## src/dcr_defs.svh

```systemverilog
// Constants for the debug command register block: link offsets, field
// positions, command codes and synchroniser depth.
// Assumes it is included by bare name from every file that needs it.
`ifndef DCR_DEFS_SVH
`define DCR_DEFS_SVH

// ----------------------------------------------------------------------
// Register offsets on the debug link (7-bit address space)
// ----------------------------------------------------------------------
`define DCR_OFS_MASTER_CTL   7'h11
`define DCR_OFS_WR_UPPER     7'h13
`define DCR_OFS_WR_HIGH      7'h14
`define DCR_OFS_WR_LOW       7'h15
`define DCR_OFS_ACCESS_CMD   7'h16
`define DCR_OFS_BUS_CTL      7'h17

// ----------------------------------------------------------------------
// Field positions and reset values
// ----------------------------------------------------------------------
`define DCR_MCTL_RESET_BIT   7
`define DCR_BUS_EN_BIT       7
`define DCR_BUS_FORCE_BIT    6
`define DCR_STAGE_RESET      8'h00
`define DCR_BUS_CTL_RESET    8'h00

// ----------------------------------------------------------------------
// Access command codes
// ----------------------------------------------------------------------
`define DCR_CMD_WRITE_BIT    7
`define DCR_CODE_LAST_GROUP  7'h05
`define DCR_CODE_SP          7'h06
`define DCR_CODE_PC          7'h07
`define DCR_CODE_SET_LONG    7'h08
`define DCR_CODE_CLR_LONG    7'h09
`define DCR_CODE_EXCHANGE    7'h0a
`define DCR_CODE_MEMORY      7'h0b

// ----------------------------------------------------------------------
// Link pin synchronisers
// ----------------------------------------------------------------------
`define DCR_SYNC_STAGES      2

`endif

```

## src/dcr_pkg.sv

```systemverilog
// Types shared by the debug command register block.
// Assumes dcr_defs.svh is compiled alongside; holds no constants of its own.
package dcr_pkg;

  // Command sequencer states, Gray coded along idle-exec-memory-increment
  typedef enum logic [1:0] {
    DCR_IDLE  = 2'b00,
    DCR_EXEC  = 2'b01,
    DCR_MEM   = 2'b11,
    DCR_PCINC = 2'b10
  } dcr_state_t;

  // Processor register group presented on the core select port
  typedef enum logic [3:0] {
    DCR_G_BASE_AF  = 4'h0,
    DCR_G_BC       = 4'h1,
    DCR_G_DE       = 4'h2,
    DCR_G_HL       = 4'h3,
    DCR_G_IX       = 4'h4,
    DCR_G_IY       = 4'h5,
    DCR_G_SP_SHORT = 4'h6,
    DCR_G_SP_LONG  = 4'h7,
    DCR_G_PC       = 4'h8
  } dcr_group_t;

endpackage

```

## src/dcr_link_rx.sv

```systemverilog
// Receiver for the two-wire debug link: frames write bytes into
// (address, data) strobes with address auto-increment.
// Assumes link clock and data are asynchronous pins; clk is far faster.
`timescale 1ns/100ps
`default_nettype none
`include "dcr_defs.svh"

module dcr_link_rx (
  input  wire logic       clk,
  input  wire logic       reset_n,
  input  wire logic       link_clock_pin,
  input  wire logic       link_data_pin,
  output logic            wr_strobe,
  output logic [6:0]      wr_addr,
  output logic [7:0]      wr_data
);

  // --------------------------------------------------------------------
  // Pin synchronisers and edge history
  // --------------------------------------------------------------------
  logic [1:0] clk_sync_reg;
  logic [1:0] dat_sync_reg;
  logic       clk_prev_reg;
  logic       dat_prev_reg;

  // Only stage 1 feeds edge logic; stage 0 is read by stage 1 alone
  always_ff @(posedge clk or negedge reset_n) begin
    if (!reset_n) begin
      clk_sync_reg <= 2'h3;  // Idle-high level, so release shows no false edge
      dat_sync_reg <= 2'h3;
      clk_prev_reg <= 1'b1;
      dat_prev_reg <= 1'b1;
    end else begin
      clk_sync_reg <= {clk_sync_reg[0], link_clock_pin};
      dat_sync_reg <= {dat_sync_reg[0], link_data_pin};
      clk_prev_reg <= clk_sync_reg[1];
      dat_prev_reg <= dat_sync_reg[1];
    end
  end

  logic clk_rise;
  logic frame_start;
  logic frame_stop;
  // Data moving while the link clock is high marks frame boundaries
  assign clk_rise    = clk_sync_reg[1] & ~clk_prev_reg;
  assign frame_start = clk_sync_reg[1] & clk_prev_reg & dat_prev_reg & ~dat_sync_reg[1];
  assign frame_stop  = clk_sync_reg[1] & clk_prev_reg & ~dat_prev_reg & dat_sync_reg[1];

  // --------------------------------------------------------------------
  // Byte assembly and address tracking
  // --------------------------------------------------------------------
  logic       in_frame_reg;
  logic       have_addr_reg;
  logic       write_ok_reg;
  logic [2:0] bit_cnt_reg;
  logic [7:0] shift_reg;
  logic [6:0] addr_reg;
  logic [7:0] byte_next;
  assign byte_next = {shift_reg[6:0], dat_sync_reg[1]};

  // First byte is address plus direction; later bytes are write data
  always_ff @(posedge clk or negedge reset_n) begin
    if (!reset_n) begin
      in_frame_reg  <= 1'b0;
      have_addr_reg <= 1'b0;
      write_ok_reg  <= 1'b0;
      bit_cnt_reg   <= 3'h0;
      shift_reg     <= 8'h00;
      addr_reg      <= 7'h00;
      wr_strobe     <= 1'b0;
      wr_addr       <= 7'h00;
      wr_data       <= 8'h00;
    end else begin
      wr_strobe <= 1'b0;
      if (frame_start) begin
        in_frame_reg  <= 1'b1;
        have_addr_reg <= 1'b0;
        bit_cnt_reg   <= 3'h0;
      end else if (frame_stop) begin
        in_frame_reg <= 1'b0;
      end else if (in_frame_reg && clk_rise) begin
        shift_reg   <= byte_next;
        bit_cnt_reg <= bit_cnt_reg + 3'h1;
        if (bit_cnt_reg == 3'h7) begin
          if (!have_addr_reg) begin
            have_addr_reg <= 1'b1;
            addr_reg      <= byte_next[7:1];
            write_ok_reg  <= ~byte_next[0];
          end else if (write_ok_reg) begin
            wr_strobe <= 1'b1;
            wr_addr   <= addr_reg;
            wr_data   <= byte_next;
            addr_reg  <= addr_reg + 7'h01;
          end
        end
      end
    end
  end

endmodule // dcr_link_rx
`default_nettype wire

```

## src/dcr_top.sv

```systemverilog
// Write-only debug command registers behind the two-wire debug link,
// driving the processor register file, memory strobes and bus grant.
// Assumes core-side inputs are on clk; the bus request pin is asynchronous.
//
// What this block does
// - Master control bit 7 starts chip reset, self-clears when reset completes.
// - Master control write wakes the processor from halt or sleep.
// - Offsets 13h, 14h, 15h stage upper, high, low bytes of 24-bit value.
// - Narrower writes take their bits from the low end of the value.
// - Access command at 16h follows data bytes so one burst suffices.
// - Command write executes at once; reads fill read bytes, writes use staged.
// - Codes 00-05 read base/AF, BC, DE, HL, IX, IY into read bytes.
// - Codes 80-85 load the same groups from the staged bytes.
// - 06 reads, 86 writes stack pointer; long or short by address mode.
// - 07 reads, 87 writes the 24-bit program counter, byte for byte.
// - 08 sets, 09 clears the long address mode flag.
// - 0A swaps main AF, BC, DE, HL with their alternates.
// - 0B reads, 8B writes memory at program counter, then counter increments.
// - Bus control bit 7 clear: bus requests ignored, grant given only when bit 6 forces it.
// - Bus control bit 7 set: grant given once current operation ends.
// - Bus control bit 6 forces grant; clearing it releases the bus unless bit 7 is set and a request is held.
`timescale 1ns/100ps
`default_nettype none
`include "dcr_defs.svh"

module dcr_top (
  input  wire logic        clk,
  input  wire logic        reset_n,
  input  wire logic        link_clock_pin,
  input  wire logic        link_data_pin,
  input  wire logic        core_reset_done,
  output logic             chip_reset_request,
  output logic             wake_request,
  output logic [3:0]       core_sel,
  output logic             core_wr_en,
  output logic [23:0]      core_wr_data,
  input  wire logic [23:0] core_rd_data,
  input  wire logic        long_address_mode,
  input  wire logic [7:0]  memory_base,
  output logic             adl_set,
  output logic             adl_clear,
  output logic             exchange_sets,
  output logic [23:0]      mem_addr,
  output logic             mem_rd_strobe,
  output logic             mem_wr_strobe,
  output logic [7:0]       mem_wdata,
  input  wire logic [7:0]  mem_rdata,
  output logic [7:0]       read_data_upper,
  output logic [7:0]       read_data_high,
  output logic [7:0]       read_data_low,
  output logic             busy,
  input  wire logic        bus_request_pin_n,
  output logic             bus_grant_pin_n
);

  // ----------------------------------------------------------------------
  // Link receiver
  // ----------------------------------------------------------------------
  logic       lk_strobe;
  logic [6:0] lk_addr;
  logic [7:0] lk_data;

  dcr_link_rx u_link_rx (
    .clk            (clk),
    .reset_n        (reset_n),
    .link_clock_pin (link_clock_pin),
    .link_data_pin  (link_data_pin),
    .wr_strobe      (lk_strobe),
    .wr_addr        (lk_addr),
    .wr_data        (lk_data)
  );

  logic wr_master;
  logic wr_cmd;
  logic wr_bus;
  // Address decode; unmapped offsets are dropped silently
  assign wr_master = lk_strobe && (lk_addr == `DCR_OFS_MASTER_CTL);
  assign wr_cmd    = lk_strobe && (lk_addr == `DCR_OFS_ACCESS_CMD);
  assign wr_bus    = lk_strobe && (lk_addr == `DCR_OFS_BUS_CTL);

  // ----------------------------------------------------------------------
  // Master control: chip reset and wake
  // ----------------------------------------------------------------------
  // Link write set wins over the completion clear so a new request is kept
  always_ff @(posedge clk or negedge reset_n) begin
    if (!reset_n) begin
      chip_reset_request <= 1'b0;
    end else if (wr_master && lk_data[`DCR_MCTL_RESET_BIT]) begin
      chip_reset_request <= 1'b1;
    end else if (core_reset_done) begin
      chip_reset_request <= 1'b0;
    end
  end

  // Any master control write pulses wake; harmless if core already runs
  always_ff @(posedge clk or negedge reset_n) begin
    if (!reset_n) begin
      wake_request <= 1'b0;
    end else begin
      wake_request <= wr_master;
    end
  end

  // ----------------------------------------------------------------------
  // Write data staging
  // ----------------------------------------------------------------------
  logic [7:0]  wr_upper_reg;
  logic [7:0]  wr_high_reg;
  logic [7:0]  wr_low_reg;
  logic [23:0] staged_value;
  assign staged_value = {wr_upper_reg, wr_high_reg, wr_low_reg};

  // Staging bytes may be rewritten while a command runs
  always_ff @(posedge clk or negedge reset_n) begin
    if (!reset_n) begin
      wr_upper_reg <= `DCR_STAGE_RESET;
      wr_high_reg  <= `DCR_STAGE_RESET;
      wr_low_reg   <= `DCR_STAGE_RESET;
    end else if (lk_strobe) begin
      if (lk_addr == `DCR_OFS_WR_UPPER) wr_upper_reg <= lk_data;
      if (lk_addr == `DCR_OFS_WR_HIGH)  wr_high_reg  <= lk_data;
      if (lk_addr == `DCR_OFS_WR_LOW)   wr_low_reg   <= lk_data;
    end
  end

  // ----------------------------------------------------------------------
  // Command decode
  // ----------------------------------------------------------------------
  dcr_pkg::dcr_state_t state_reg;
  logic [7:0]          cmd_reg;
  logic [6:0]          code;
  logic                is_write;
  logic                is_group;
  logic                is_memory;
  logic                is_special;
  assign code       = cmd_reg[6:0];
  assign is_write   = cmd_reg[`DCR_CMD_WRITE_BIT];
  assign is_group   = (code <= `DCR_CODE_PC);
  assign is_memory  = (code == `DCR_CODE_MEMORY);
  // Mode and exchange codes exist only without the write bit
  assign is_special = !is_write && (code >= `DCR_CODE_SET_LONG) && (code <= `DCR_CODE_EXCHANGE);

  dcr_pkg::dcr_group_t cmd_group;
  // Map the code onto a register group; stack pointer follows mode flag
  always_comb begin
    if (code <= `DCR_CODE_LAST_GROUP) begin
      cmd_group = dcr_pkg::dcr_group_t'(code[3:0]);
    end else if (code == `DCR_CODE_SP) begin
      cmd_group = long_address_mode ? dcr_pkg::DCR_G_SP_LONG : dcr_pkg::DCR_G_SP_SHORT;
    end else begin
      cmd_group = dcr_pkg::DCR_G_PC;
    end
  end

  // ----------------------------------------------------------------------
  // Command sequencer
  // ----------------------------------------------------------------------
  logic [23:0] pc_inc_reg;
  logic        mem_is_read_reg;

  // Commands arriving while busy are dropped; link bytes are far slower
  always_ff @(posedge clk or negedge reset_n) begin
    if (!reset_n) begin
      state_reg <= dcr_pkg::DCR_IDLE;
    end else begin
      case (state_reg)
        dcr_pkg::DCR_IDLE: begin
          if (wr_cmd) state_reg <= dcr_pkg::DCR_EXEC;
        end
        dcr_pkg::DCR_EXEC: begin
          state_reg <= is_memory ? dcr_pkg::DCR_MEM : dcr_pkg::DCR_IDLE;
        end
        dcr_pkg::DCR_MEM: begin
          state_reg <= dcr_pkg::DCR_PCINC;
        end
        dcr_pkg::DCR_PCINC: begin
          state_reg <= dcr_pkg::DCR_IDLE;
        end
        default: begin
          state_reg <= dcr_pkg::DCR_IDLE;
        end
      endcase
    end
  end

  // Command and write operand latched together when the command is taken
  always_ff @(posedge clk or negedge reset_n) begin
    if (!reset_n) begin
      cmd_reg      <= 8'h00;
      core_wr_data <= 24'h000000;
    end else if (state_reg == dcr_pkg::DCR_IDLE && wr_cmd) begin
      cmd_reg      <= lk_data;
      core_wr_data <= staged_value;
    end else if (state_reg == dcr_pkg::DCR_MEM) begin
      core_wr_data <= pc_inc_reg;
    end
  end

  // Memory address formed from the counter; short mode uses the base byte
  always_ff @(posedge clk or negedge reset_n) begin
    if (!reset_n) begin
      mem_addr        <= 24'h000000;
      pc_inc_reg      <= 24'h000000;
      mem_is_read_reg <= 1'b0;
      mem_wdata       <= 8'h00;
    end else if (state_reg == dcr_pkg::DCR_EXEC && is_memory) begin
      mem_addr        <= long_address_mode ? core_rd_data : {memory_base, core_rd_data[15:0]};
      pc_inc_reg      <= core_rd_data + 24'h000001;
      mem_is_read_reg <= !is_write;
      mem_wdata       <= wr_low_reg;
    end
  end

  // Read results; reserved codes leave these bytes untouched
  always_ff @(posedge clk or negedge reset_n) begin
    if (!reset_n) begin
      read_data_upper <= 8'h00;
      read_data_high  <= 8'h00;
      read_data_low   <= 8'h00;
    end else if (state_reg == dcr_pkg::DCR_EXEC && !is_write && is_group) begin
      read_data_upper <= core_rd_data[23:16];
      read_data_high  <= core_rd_data[15:8];
      read_data_low   <= core_rd_data[7:0];
    end else if (state_reg == dcr_pkg::DCR_PCINC && mem_is_read_reg) begin
      read_data_low <= mem_rdata;
    end
  end

  // Core strobes are single-cycle and decoded from the sequencer state
  always_comb begin
    core_sel      = dcr_pkg::DCR_G_PC;
    core_wr_en    = 1'b0;
    adl_set       = 1'b0;
    adl_clear     = 1'b0;
    exchange_sets = 1'b0;
    mem_rd_strobe = 1'b0;
    mem_wr_strobe = 1'b0;
    case (state_reg)
      dcr_pkg::DCR_EXEC: begin
        core_sel      = is_group ? cmd_group : dcr_pkg::DCR_G_PC;
        core_wr_en    = is_write && is_group;
        adl_set       = is_special && (code == `DCR_CODE_SET_LONG);
        adl_clear     = is_special && (code == `DCR_CODE_CLR_LONG);
        exchange_sets = is_special && (code == `DCR_CODE_EXCHANGE);
      end
      dcr_pkg::DCR_MEM: begin
        mem_rd_strobe = mem_is_read_reg;
        mem_wr_strobe = !mem_is_read_reg;
      end
      dcr_pkg::DCR_PCINC: begin
        core_wr_en = 1'b1;
      end
      default: begin
        core_sel = dcr_pkg::DCR_G_PC;
      end
    endcase
  end

  assign busy = (state_reg != dcr_pkg::DCR_IDLE);

  // ----------------------------------------------------------------------
  // Bus grant control
  // ----------------------------------------------------------------------
  logic       grant_enable_reg;
  logic       grant_force_reg;
  logic [1:0] req_sync_reg;
  logic       grant_reg;
  logic       grant_next;
  localparam logic [7:0] bus_ctl_rst = `DCR_BUS_CTL_RESET;

  // Reserved bits are ignored; writes are only expected in debug mode
  always_ff @(posedge clk or negedge reset_n) begin
    if (!reset_n) begin
      grant_enable_reg <= bus_ctl_rst[`DCR_BUS_EN_BIT];
      grant_force_reg  <= bus_ctl_rst[`DCR_BUS_FORCE_BIT];
    end else if (wr_bus) begin
      grant_enable_reg <= lk_data[`DCR_BUS_EN_BIT];
      grant_force_reg  <= lk_data[`DCR_BUS_FORCE_BIT];
    end
  end

  // Request pin is asynchronous and active low
  always_ff @(posedge clk or negedge reset_n) begin
    if (!reset_n) begin
      req_sync_reg <= 2'h0;
    end else begin
      req_sync_reg <= {req_sync_reg[0], ~bus_request_pin_n};
    end
  end

  // A held grant is kept while the request stays; a new one waits for idle
  assign grant_next = grant_force_reg ||
                      (grant_enable_reg && req_sync_reg[1] &&
                       (grant_reg || state_reg == dcr_pkg::DCR_IDLE));

  always_ff @(posedge clk or negedge reset_n) begin
    if (!reset_n) begin
      grant_reg <= 1'b0;
    end else begin
      grant_reg <= grant_next;
    end
  end

  assign bus_grant_pin_n = ~grant_reg;

  // ----------------------------------------------------------------------
  // Assertions
  // ----------------------------------------------------------------------
  reset_set_a: assert property (@(posedge clk) disable iff (!reset_n)
    wr_master && lk_data[`DCR_MCTL_RESET_BIT] |=> chip_reset_request)
    else $error("chip reset request not raised");

  reset_clear_a: assert property (@(posedge clk) disable iff (!reset_n)
    core_reset_done && !wr_master |=> !chip_reset_request)
    else $error("chip reset request not cleared");

  wake_pulse_a: assert property (@(posedge clk) disable iff (!reset_n)
    wr_master |=> wake_request ##1 !wake_request)
    else $error("wake request not a single pulse");

  operand_take_a: assert property (@(posedge clk) disable iff (!reset_n)
    state_reg == dcr_pkg::DCR_IDLE && wr_cmd |=> core_wr_data == $past(staged_value) && busy)
    else $error("write operand not taken from staged value");

  group_read_a: assert property (@(posedge clk) disable iff (!reset_n)
    state_reg == dcr_pkg::DCR_EXEC && !is_write && is_group
      |=> {read_data_upper, read_data_high, read_data_low} == $past(core_rd_data))
    else $error("read bytes do not hold selected group");

  group_write_a: assert property (@(posedge clk) disable iff (!reset_n)
    state_reg == dcr_pkg::DCR_EXEC && is_write && code <= `DCR_CODE_LAST_GROUP
      |-> core_wr_en && core_sel == code[3:0])
    else $error("group write not issued");

  stack_pick_a: assert property (@(posedge clk) disable iff (!reset_n)
    state_reg == dcr_pkg::DCR_EXEC && code == `DCR_CODE_SP
      |-> core_sel == (long_address_mode ? dcr_pkg::DCR_G_SP_LONG : dcr_pkg::DCR_G_SP_SHORT))
    else $error("wrong stack pointer selected");

  mode_flag_a: assert property (@(posedge clk) disable iff (!reset_n)
    state_reg == dcr_pkg::DCR_EXEC && cmd_reg == 8'h08 |-> adl_set && !adl_clear)
    else $error("mode set not issued");

  // Write-back must be the counter read two cycles earlier plus one
  mem_walk_a: assert property (@(posedge clk) disable iff (!reset_n)
    state_reg == dcr_pkg::DCR_EXEC && is_memory
      |=> (mem_rd_strobe != mem_wr_strobe) ##1 (core_wr_en && core_sel == dcr_pkg::DCR_G_PC
          && core_wr_data == $past(core_rd_data, 2) + 24'h000001)
      ##1 !busy)
    else $error("memory access sequence broken");

  reserved_nop_a: assert property (@(posedge clk) disable iff (!reset_n)
    state_reg == dcr_pkg::DCR_EXEC && !is_group && !is_memory && !is_special
      |-> !core_wr_en && !adl_set && !adl_clear && !exchange_sets ##1 !busy && $stable(read_data_low))
    else $error("reserved code had an effect");

  grant_off_a: assert property (@(posedge clk) disable iff (!reset_n)
    !grant_enable_reg && !grant_force_reg |=> bus_grant_pin_n)
    else $error("grant given while disabled");

  grant_wait_a: assert property (@(posedge clk) disable iff (!reset_n)
    !grant_force_reg && busy && bus_grant_pin_n |=> bus_grant_pin_n)
    else $error("grant given during an operation");

  grant_force_a: assert property (@(posedge clk) disable iff (!reset_n)
    grant_force_reg |=> !bus_grant_pin_n)
    else $error("forced grant not driven");

endmodule // dcr_top
`default_nettype wire

```

## config.mk

```make
export PLATFORM = sky130hd
export DESIGN_NAME = dcr_top
export DESIGN_NICKNAME = d
export VERILOG_FILES = /design/src/dcr_pkg.sv /design/src/dcr_link_rx.sv /design/src/dcr_top.sv
export VERILOG_INCLUDE_DIRS = /design/src
export SDC_FILE = /design/constraint.sdc
export NUM_CORES = 1
export LEC_CHECK = 0
export BUFFER_PORTS_ARGS = -buffer_cell sky130_fd_sc_hd__buf_4
export CAP_MARGIN = 20
export CORE_ASPECT_RATIO = 2
export CORE_MARGIN = 3
export CORE_UTILIZATION = 30
export CTS_BUF_LIST = sky130_fd_sc_hd__clkbuf_8
export DETAILED_ROUTE_END_ITERATION = 6
export PLACE_DENSITY = 0.5
export SKIP_LAST_GASP = 1
export SYNTH_ARGS = -nofsm -noshare
export SYNTH_HDL_FRONTEND = slang
export SYNTH_SLANG_ARGS = --single-unit
```

## constraint.sdc

```tcl
create_clock -name clk -period 2.1 [get_ports clk]
set_input_delay 0.21 -clock clk [delete_from_list [all_inputs] [get_ports clk]]
set_output_delay 0.21 -clock clk [all_outputs]
set_load 0.02 [all_outputs]
```

# After elaboration in Yosys (flattened, before gate mapping)

Index checks and enable logic that the tools add are counted.

Add/sub/neg operators: 3
Magnitude comparators: 4
Eq/ne operators: 18
Muxes and demuxes: 38
Bitwise logic cells: 14
Reduce and logical (&&, ||, !) cells: 39

Operators by type and width:

| cell                                                               | number |
|---|---|
| two-way mux 24 bit                                                 | 3 |
| == test 7 x 5 -> 1 bit (second input constant)                     | 6 |
| == test 7 x 4 -> 1 bit (second input constant)                     | 4 |
| adder 24 x 1 -> 24 bit (second input constant)                     | 1 |
| two-way mux 1 bit                                                  | 20 |
| logical AND 1 bit                                                  | 18 |
| two-way mux 4 bit                                                  | 4 |
| two-way mux 8 bit                                                  | 2 |
| less-or-equal comparator 7 x 3 -> 1 bit (second input constant)    | 2 |
| two-way mux 7 bit                                                  | 2 |
| nonzero test 2 bit                                                 | 7 |
| AND reduction 5 bit                                                | 2 |
| two-way mux 3 bit                                                  | 3 |
| NOT 1 bit                                                          | 8 |
| one-hot mux 2 bit (4 select lines)                                 | 1 |
| AND reduction 2 bit                                                | 4 |
| adder 7 x 1 -> 7 bit (second input constant)                       | 1 |
| == test 7 x 3 -> 1 bit (second input constant)                     | 1 |
| greater-or-equal comparator 7 x 4 -> 1 bit (second input constant) | 1 |
| less-or-equal comparator 7 x 4 -> 1 bit (second input constant)    | 1 |
| AND 1 bit                                                          | 6 |
| AND reduction 3 bit                                                | 2 |
| AND reduction 6 bit                                                | 1 |
| == test 2 bit (second input constant)                              | 2 |
| other kinds (10)                                                   | 14 |

Bits in registers: 188
Input bits: 47
Output and inout bits: 94
Logic and storage cells: 148

# Depth between registers and ports, before layout

Gate-level depths: netlist (run 1).

Depth in word-level cells: 6
Depth in mapped cells: 9
Mapped depth without buffers: 6

# Modules after synthesis

From an unflattened synthesis (run 1), not the netlist that was laid out.

Cells, all modules: 711
Area, all modules: 8247.9 sq um

Modules (own cells, without submodules):

| module      | instances | cells each | area each (sq um) | sequential area each (sq um) |
|---|---|---|---|---|
| dcr_top     | 1         | 564        | 6481.2            | 3653.5 |
| dcr_link_rx | 1         | 147        | 1766.7            | 1058.5 |

# Least setup slack after synthesis (run 1)

No wires, ideal clock.

Path kind: flip-flop to flip-flop
From: reg state_reg[1]
To: reg pc_inc_reg[14]
Setup time: 0.069 ns
Arrival time: 2.154 ns
Data required time: 2.031 ns
Setup slack: -0.123 ns
Cell stages (with the launch flop): 8
Path buffers: 1
Clock period less this slack: 2.223 ns
Cells stage by stage: dfrtp_1 -> inv_1 -> ha_1 -> or4b_4 -> or3_1 -> buf_2 -> or4_1 -> nand3_1

Longest elaborated chain between the ends: 2

RTL lines:

| item                   | line           | RTL |
|---|---|---|
| from (decl)            | dcr_top.sv:129 | `dcr_pkg::dcr_state_t state_reg;` |
| from (signal assigned) | dcr_top.sv:164 | `state_reg <= dcr_pkg::DCR_IDLE;` |
| from (signal assigned) | dcr_top.sv:168 | `if (wr_cmd) state_reg <= dcr_pkg::DCR_EXEC;` |
| from (signal assigned) | dcr_top.sv:171 | `state_reg <= is_memory ? dcr_pkg::DCR_MEM : dcr_pkg::DCR_IDLE;` |
| == test 2 x 1 -> 1 bit | dcr_top.sv:206 | `end else if (state_reg == dcr_pkg::DCR_EXEC && is_memory) begin` |
| logical AND 1 bit      | dcr_top.sv:206 |  |
| to (signal assigned)   | dcr_top.sv:208 | `pc_inc_reg <= core_rd_data + 24'h000001;` |
| to (decl)              | dcr_top.sv:158 | `logic [23:0] pc_inc_reg;` |

No other way between the ends.
A chain may end at the register's enable or synchronous reset.

# Final worst setup path (run 1)

From: reg state_reg[1]
To: out exchange_sets

Longest elaborated chain between the ends: 2

RTL lines:

| item                   | line           | RTL |
|---|---|---|
| == test 2 x 1 -> 1 bit | dcr_top.sv:238 | `case (state_reg)` |
| two-way mux 1 bit      | dcr_top.sv:238 |  |
| to (decl)              | dcr_top.sv:42  | `output logic exchange_sets,` |

No other way between the ends.

==> results of run 1 <==
## cell type report
| class | instances | share of cell area, % |
|---|---|---|
| Sequential cell | 188 | 42.6 |
| Clock buffer | 18 | 2.24 |
| Clock inverter | 13 | 1.49 |
| Tap cell | 344 | 3.89 |
| Multi-Input combinational cell | 471 | 31.0 |
| Timing Repair Buffer | 233 | 18.5 |
| Inverter | 9 | 0.305 |
## worst max-delay path, delay by kind of cell (launching register included)
family | cells | cell delay, ns
flip-flops | 1 | 0.40
adder cells (fa/ha/maj) | 1 | 0.12
buffers and inverters | 3 | 0.36
AND/OR/NAND/NOR | 3 | 1.01
## synth_stat cells (4+ instances only)
cell,number
dfrtp_1,182
a31oi_1,4
and3_1,10
xor2_1,11
inv_1,9
or4_1,5
nor3_1,7
nor2b_1,5
mux2_2,113
a21oi_1,8
mux2i_1,18
and4_1,6
nand3_1,18
nand2_1,147
o21ai_0,45
buf_1,4
or3_1,5
nand4_1,10
dfstp_2,6
nor2_1,13
o211ai_1,6
buf_2,5
clkbuf_1,24
ha_1,8
## metrics by stage
stage	worst slack, ns	setup TNS [ns]	utilization (%)	power [mW]	instance area (µm²)
final	-0.466	-9.87	41.8	6.65	11100
after global routing	-0.555	-17.30	41.8	6.96	11100
after CTS	-0.487	-9.18	40.7	6.78	10800
after detailed placement	-0.169	-3.15	37.1	4.11	9820
after global placement	-0.153	-2.82	37.1	4.10	9820
after floorplan	-0.102	-1.12	-	3.86	8140
## cells by family (layout without fill, tap and decap cells)
| logic type | after synthesis | count (layout) |
|---|---|---|
| flip-flops | 188 | 188 |
| AND/OR/NAND/NOR | 244 | 244 |
| buffers and inverters | 42 | 273 |
| multiplexers | 131 | 131 |
| adder cells (fa/ha/maj) | 8 | 8 |
| AO/OA/AOI/OAI | 74 | 74 |
| XOR/XNOR | 14 | 14 |
## metal layers
layer / up-vias / share of wire, %
li1: 2882 / -
met1: 2951 / 38
met2: 120 / 55
met3: 29 / 4.0
met4: 0 / 3.3
met5: - / 0
## power by group through the flow
stage,registers (mW),logic [mW],clock network (mW)
floorplan,3.77,0.0880,0
global placement,3.78,0.323,0
detailed placement,3.78,0.324,0
CTS,3.71,0.392,2.68
global route,3.72,0.431,2.81
finish,3.71,0.383,2.56
## what timing repair did
action | in CTS | in global routing
setup buffers | 4 | 4
endpoints found under the setup margin | 46 | 104
hold endpoints to repair | 148 | 0
pin swaps | 3 | 8
gates cloned | 1 | 4
gates resized for setup | 15 | 41
hold buffers | 44 | 0
## final timing paths
kind / startpoint / end / slack [ns]
hold / removal: mem_rdata[1] / read_data_low[1]$_DFFE_PN0P_ / 0.05
hold reg to reg: req_sync_reg[0]$_DFF_PN0_ / req_sync_reg[1]$_DFF_PN0_ / 0.36
setup reg to reg: state_reg[1]$_DFFE_PN0P_ / read_data_high[0]$_DFFE_PN0P_ / -0.24
min in group asynchronous: reset_n / wr_low_reg[5]$_DFFE_PN0P_ / 0.20
max in group asynchronous: reset_n / read_data_upper[1]$_DFFE_PN0P_ / 1.13
setup / recovery: state_reg[1]$_DFFE_PN0P_ / exchange_sets / -0.47
==> impl_summary.log, run 1 <==
INFO  metric run_status = finished with violations
INFO  metric violations = setup timing
INFO  metric io_buffers = 140
INFO  metric met1_demand_to_capacity_share_in_global_routing = 17.4%
INFO  metric layout-drive-gt1-share = 39.8%
INFO  metric max-slew-margin-rel = 66.5%
INFO  metric critPathMaxFanout = 3
INFO  metric htree_num_levels = 4
INFO  metric grt_max_degree = 64
INFO  metric worst_r2r_path_depth = 10
INFO  metric placed_cells_incl_taps = 1188
INFO  metric fillerInstances = 2594
INFO  metric netlist_instances = 701
INFO  metric max_cap_violations = 0
INFO  metric synth_adder_area_share = 1.23%
INFO  metric synth_largest_area_cell = dfrtp_1
INFO  metric critPathMaxStageDelay = 0.46 ns
INFO  metric detail_route.iter0.violations = 211
INFO  metric critPathLaunchType = flop
INFO  metric die_area = 0.0292 mm²
INFO  metric yosys.area.top_type_share = 56.0%
INFO  metric muxShareOfSynthArea = 17.9%
INFO  metric holdPathStages = 3
INFO  metric pwr-share-comb = 5.8%
INFO  metric grt_pass1_wl = 35.0 mm
INFO  metric p_leak = 5.43 nW
INFO  metric grt_setup_unrepaired = true
INFO  metric num_antenna_cells = 0
INFO  metric final_period_minus_worst_setup_slack = 2.57 ns
INFO  metric cellInternalPower = 5.06 mW
INFO  metric floorplan.rows = 84
INFO  metric synth.net_count = 756
INFO  metric cts.sinks = 188
INFO  metric clock_insertion_delay_at_the_later_pin_of_the_skew_report = 0.48 ns
INFO  metric worstSetupPathType = reg2out
INFO  metric ios = 141
INFO  metric grt_remaining_overflow = 0
INFO  metric cp_cell_sequence = inv_2 > ha_1 > or4b_4 > buf_6 > or3_4 > nor3b_2 > buf_4
INFO  metric synth_ff_type = dfrtp_1
INFO  metric p_sw_share = 24.0%
INFO  metric synth_xor_area_share = 1.51%
INFO  metric grt_util_met2 = 29.0%
INFO  metric grt_antenna_before_repair = 0
INFO  metric cts.reportedPaths.clkPinSlew = 0.09 ns
INFO  metric synth_compound_gate_area_share = 5.32%
INFO  metric dr.pass1.iters = 4
INFO  metric worstSetupEndpointType = output port
INFO  metric report.final.hold_viol_count = 0
INFO  metric main_combinational_cell_family_by_area_after_synthesis = multiplexers
INFO  metric synth_enable_flop_cells = 0
INFO  metric via_per_inst = 4.69
INFO  metric final_cell_mix = dfrtp_1 (182), buf_4 (169), nand2_1 (135)
INFO  metric fmax_achieved = 0.390 GHz
INFO  metric postRouteAntennaNets = 0
INFO  metric grt_pass1_vias = 6270
INFO  metric yosys_register_bits = 188
INFO  metric chipHeight = 239 µm
INFO  metric globalRoute.busiestLayer = met2
INFO  metric slew_viol_final = 0
INFO  metric crit_arrival = 2.36 ns
INFO  metric seqPwrFrac = 55.8%
INFO  metric design.final.nets = 975
INFO  metric multiInputGateArea = 0.00343 mm²
INFO  metric crit_slowest_cell = or4b_4
INFO  metric synth_area_in_simple_gates = 14.1%
INFO  metric fin_worst_hold_slack = 0.0523 ns
INFO  metric async_flop_share = 100%
INFO  metric hold_path_class = in2reg
INFO  metric synth_seq_area_share = 57.9%
INFO  metric synthDistinctLibCells = 42
INFO  metric core-area = 0.0265 mm²
INFO  metric cts_inserted_buffers = 17
INFO  metric setup_viol = 81
INFO  metric detailedPlacementHpwl = 15.8 mm
INFO  metric finalCritPeriodShare = 122%
INFO  metric met3_usage = 3.53%
INFO  metric initial_utilization = 30.7%
INFO  metric root_buffer = clkbuf_8
INFO  metric grt_use_total = 15.8%
INFO  metric yosys_warnings = 0
INFO  metric power_dissipated_by_switching_net_loads = 1.60 mW
INFO  metric vias = 5982
INFO  metric worst-slew-pin-transition = 0.501 ns
INFO  metric global_placer_s_final_weighted_congestion = 0.845
INFO  metric cellPowerDensity = 601 mW/mm²
INFO  metric setup_skew_after_layout = 0.0140 ns
INFO  metric tritoncts = yes
INFO  metric layoutNonFillerInstCount = 1276
INFO  metric worst_ep_required_time = 1.89 ns
INFO  metric vdd.ir_drop.worst = 0.330 mV
INFO  metric post-route-drc-count = 0
INFO  metric area_growth_syn_to_layout = 36.0%
INFO  metric worst_slack = -0.466 ns
INFO  metric die_width = 122 µm
INFO  metric netlist_top_cells_area = dfrtp_1 (56%), mux2_2 (16%), nand2_1 (6.8%)
INFO  metric clkPwrFrac = 38.5%
INFO  metric cts_buffer_depth = 2
INFO  metric wire_length_reported_by_the_detailed_router = 22.7 mm
INFO  metric seq_area = 0.00471 mm²
INFO  metric layout.cells.most_common = dfrtp_1
INFO  metric syn_area_per_cell = 11.6 µm²
INFO  metric synth.cell_area = 0.00813 mm²
INFO  metric detail_route.wl_per_cell = 17.8 µm
Note: power is estimated with default switching activity, not from simulation.
==> run 2, diff against run 1 <==
--- a/config.mk
+++ b/config.mk
@@ -14,6 +14,7 @@
 export CTS_BUF_LIST = sky130_fd_sc_hd__clkbuf_8
 export DETAILED_ROUTE_END_ITERATION = 6
 export PLACE_DENSITY = 0.5
+export SETUP_SLACK_MARGIN = 0.4
 export SKIP_LAST_GASP = 1
 export SYNTH_ARGS = -nofsm -noshare
 export SYNTH_HDL_FRONTEND = slang
==> run 2 against run 1 <==
- the flow still finishes with violations (setup timing)
- clock-buffer cell count down 1
- clock skew is 0.0023 ns higher
- final cell count grew 1.8%
- total power down 1.9%
- cell area rose by 7.2%
- sequential power about the same
- first-iteration DRC count grew 21%
- sequential share of layout area is 2.9 points lower
==> impl_summary.log, run 2 (synthesis results as in run 1) <==
INFO  metric run_status = finished with violations
INFO  metric violations = setup timing
INFO  metric vdd.ir_drop.worst = 0.325 mV
INFO  metric worstSetupEndpointType = output port
INFO  metric root_buffer = clkbuf_8
INFO  metric max-slew-margin-rel = 63.1%
INFO  metric worstSetupPathType = reg2out
INFO  metric grt_antenna_before_repair = 0
INFO  metric worst_ep_required_time = 1.89 ns
INFO  metric rr_startpoint = state_reg[1]$_DFFE_PN0P_
INFO  metric die_area = 0.0292 mm²
INFO  metric fmax_achieved = 0.383 GHz
INFO  metric layout.cells.most_common = dfrtp_1
INFO  metric tritoncts = yes
INFO  metric setup_viol = 89
INFO  metric totalPowerFinal = 6.53 mW
INFO  metric min_from = memory_base[7]
INFO  metric multiInputGateArea = 0.00387 mm²
INFO  metric detail_route.wl_per_cell = 18.7 µm
INFO  metric area_growth_syn_to_layout = 45.9%
INFO  metric post-route-drc-count = 0
INFO  metric crit_slowest_cell = or4b_4
INFO  metric postRouteAntennaNets = 0
INFO  metric layoutNonFillerInstCount = 1299
INFO  metric worst_r2r_path_depth = 12
INFO  metric seq_area = 0.00471 mm²
INFO  metric global_placer_s_final_weighted_congestion = 0.803
INFO  metric htree_num_levels = 4
INFO  metric max_cap_violations = 0
INFO  metric p_leak = 5.75 nW
INFO  metric initial_utilization = 30.7%
INFO  metric core-area = 0.0265 mm²
INFO  metric wire_length_reported_by_the_detailed_router = 24.3 mm
INFO  metric floorplan.rows = 84
INFO  metric critPathLaunchType = flop
INFO  metric worst-slew-pin-transition = 0.554 ns
INFO  metric hold-path-endpoint = mem_addr[23]$_DFFE_PN0P_
INFO  metric holdPathStages = 3
INFO  metric setup_skew_after_layout = 0.0163 ns
INFO  metric report.final.hold_viol_count = 0
INFO  metric hold_path_class = in2reg
INFO  metric critPathTopFamily = simple AND/OR/NAND/NOR gates
INFO  metric crit_arrival = 2.40 ns
INFO  metric fillerInstances = 2522
INFO  metric cts.reportedPaths.clkPinSlew = 0.09 ns
INFO  metric timing.critical_path.mode_cell = buf_6
INFO  metric clock_insertion_delay_at_the_later_pin_of_the_skew_report = 0.50 ns
INFO  metric num_antenna_cells = 0
INFO  metric ios = 141
INFO  metric detail_route.iter0.violations = 256
INFO  metric grt_pass1_wl = 35.4 mm
INFO  metric slew_viol_final = 0
INFO  metric layout-drive-gt1-share = 47.3%
INFO  metric finalCritPeriodShare = 124%
INFO  metric grt_remaining_overflow = 0
INFO  metric critPathMaxStageDelay = 0.46 ns
INFO  metric placed_cells_incl_taps = 1187
INFO  metric final_cell_mix = dfrtp_1 (180), buf_4 (160), nand2_1 (104)
INFO  metric vias = 6206
INFO  metric final_period_minus_worst_setup_slack = 2.61 ns
INFO  metric cts_inserted_buffers = 17
INFO  metric cellPowerDensity = 550 mW/mm²
INFO  metric die_width = 122 µm
INFO  metric grt_max_degree = 60
INFO  metric worst_slack = -0.510 ns
INFO  metric post_detailed_placement_cell_area = 0.00997 mm²
INFO  metric grt_use_total = 16.1%
INFO  metric via_per_inst = 4.78
INFO  metric io_buffers = 140
INFO  metric reg2reg_slack = -0.45 ns
INFO  metric critical_path.reg2reg.endpoint = read_data_upper[5]$_DFFE_PN0P_
INFO  metric worst-path-buf-inv = 3
INFO  metric grt_setup_unrepaired = true
INFO  metric design.final.nets = 997
INFO  metric detailedPlacementHpwl = 16.1 mm
INFO  metric cp_cell_sequence = inv_2 > ha_4 > or4b_4 > buf_6 > or3_4 > nor3b_4 > buf_6
INFO  metric cts.sinks = 188
INFO  metric finalInstanceArea = 0.0119 mm²
INFO  metric critPathMaxFanout = 3
INFO  metric chipHeight = 239 µm
INFO  metric dr.pass1.iters = 6
INFO  metric grt_pass1_vias = 6255
INFO  metric cts_buffer_depth = 2
## run 2: how the worst max path moves through the flow
stage | from | endpoint | slack, ns | cells after the start
CTS | state_reg[1]$_DFFE_PN0P_ | adl_clear | -0.55 | 7
global placement | state_reg[1]$_DFFE_PN0P_ | pc_inc_reg[21]$_DFFE_PN0P_ | -0.14 | 6
floorplan | state_reg[1]$_DFFE_PN0P_ | pc_inc_reg[21]$_DFFE_PN0P_ | -0.06 | 7
detailed placement | state_reg[1]$_DFFE_PN0P_ | pc_inc_reg[21]$_DFFE_PN0P_ | -0.22 | 6
global route | state_reg[1]$_DFFE_PN0P_ | adl_clear | -0.59 | 7
finish | state_reg[1]$_DFFE_PN0P_ | adl_clear | -0.51 | 7
## run 2: power by group
group	switching, mW	total (mW)	internal [mW]
sequential	0.0450	3.71	3.67
combinational	0.215	0.406	0.191
clock	1.36	2.41	1.05
total	1.62	6.53	4.91
## run 2: final cells by class
| class | count | share of cell area (%) |
|---|---|---|
| Clock inverter | 15 | 1.27 |
| Timing Repair Buffer | 255 | 20.4 |
| Clock buffer | 17 | 1.97 |
| Inverter | 9 | 0.285 |
| Tap cell | 344 | 3.63 |
| Multi-Input combinational cell | 471 | 32.7 |
| Sequential cell | 188 | 39.7 |
## run 2: metal layers
metal,up-vias,part of all wire (%),track usage [%]
met5,-,0,0
met4,0,2.2,5.81
met3,25,3.1,2.87
met2,101,59,31.4
met1,3140,36,16.7
li1,2940,-,-
## run 2: repair_timing
item,4_1_cts,5_1_grt
pin swaps,3,52
endpoints found under the setup margin,150,166
cloned,3,10
hold buffers,43,0
setup buffers,11,13
gates resized for setup,39,152
hold endpoints to repair,106,0
## run 2: worst min-delay path: stages
cell and delay, ns:
buf_4 0.08, mux2i_1 0.06, o21ai_0 0.13
## run 2: through the flow
step / util [%] / TNS [ns] / hold WS (ns) / setup slack, ns
floorplan: - / -0.216 / -0.0856 / -0.0551
global placement: 37.6 / -3.20 / 0.237 / -0.143
detailed placement: 37.6 / -5.17 / 0.242 / -0.216
CTS: 41.7 / -14.06 / 0.00673 / -0.553
global route: 44.8 / -28.47 / 0.0259 / -0.593
finish: 44.8 / -22.13 / 0.0357 / -0.510
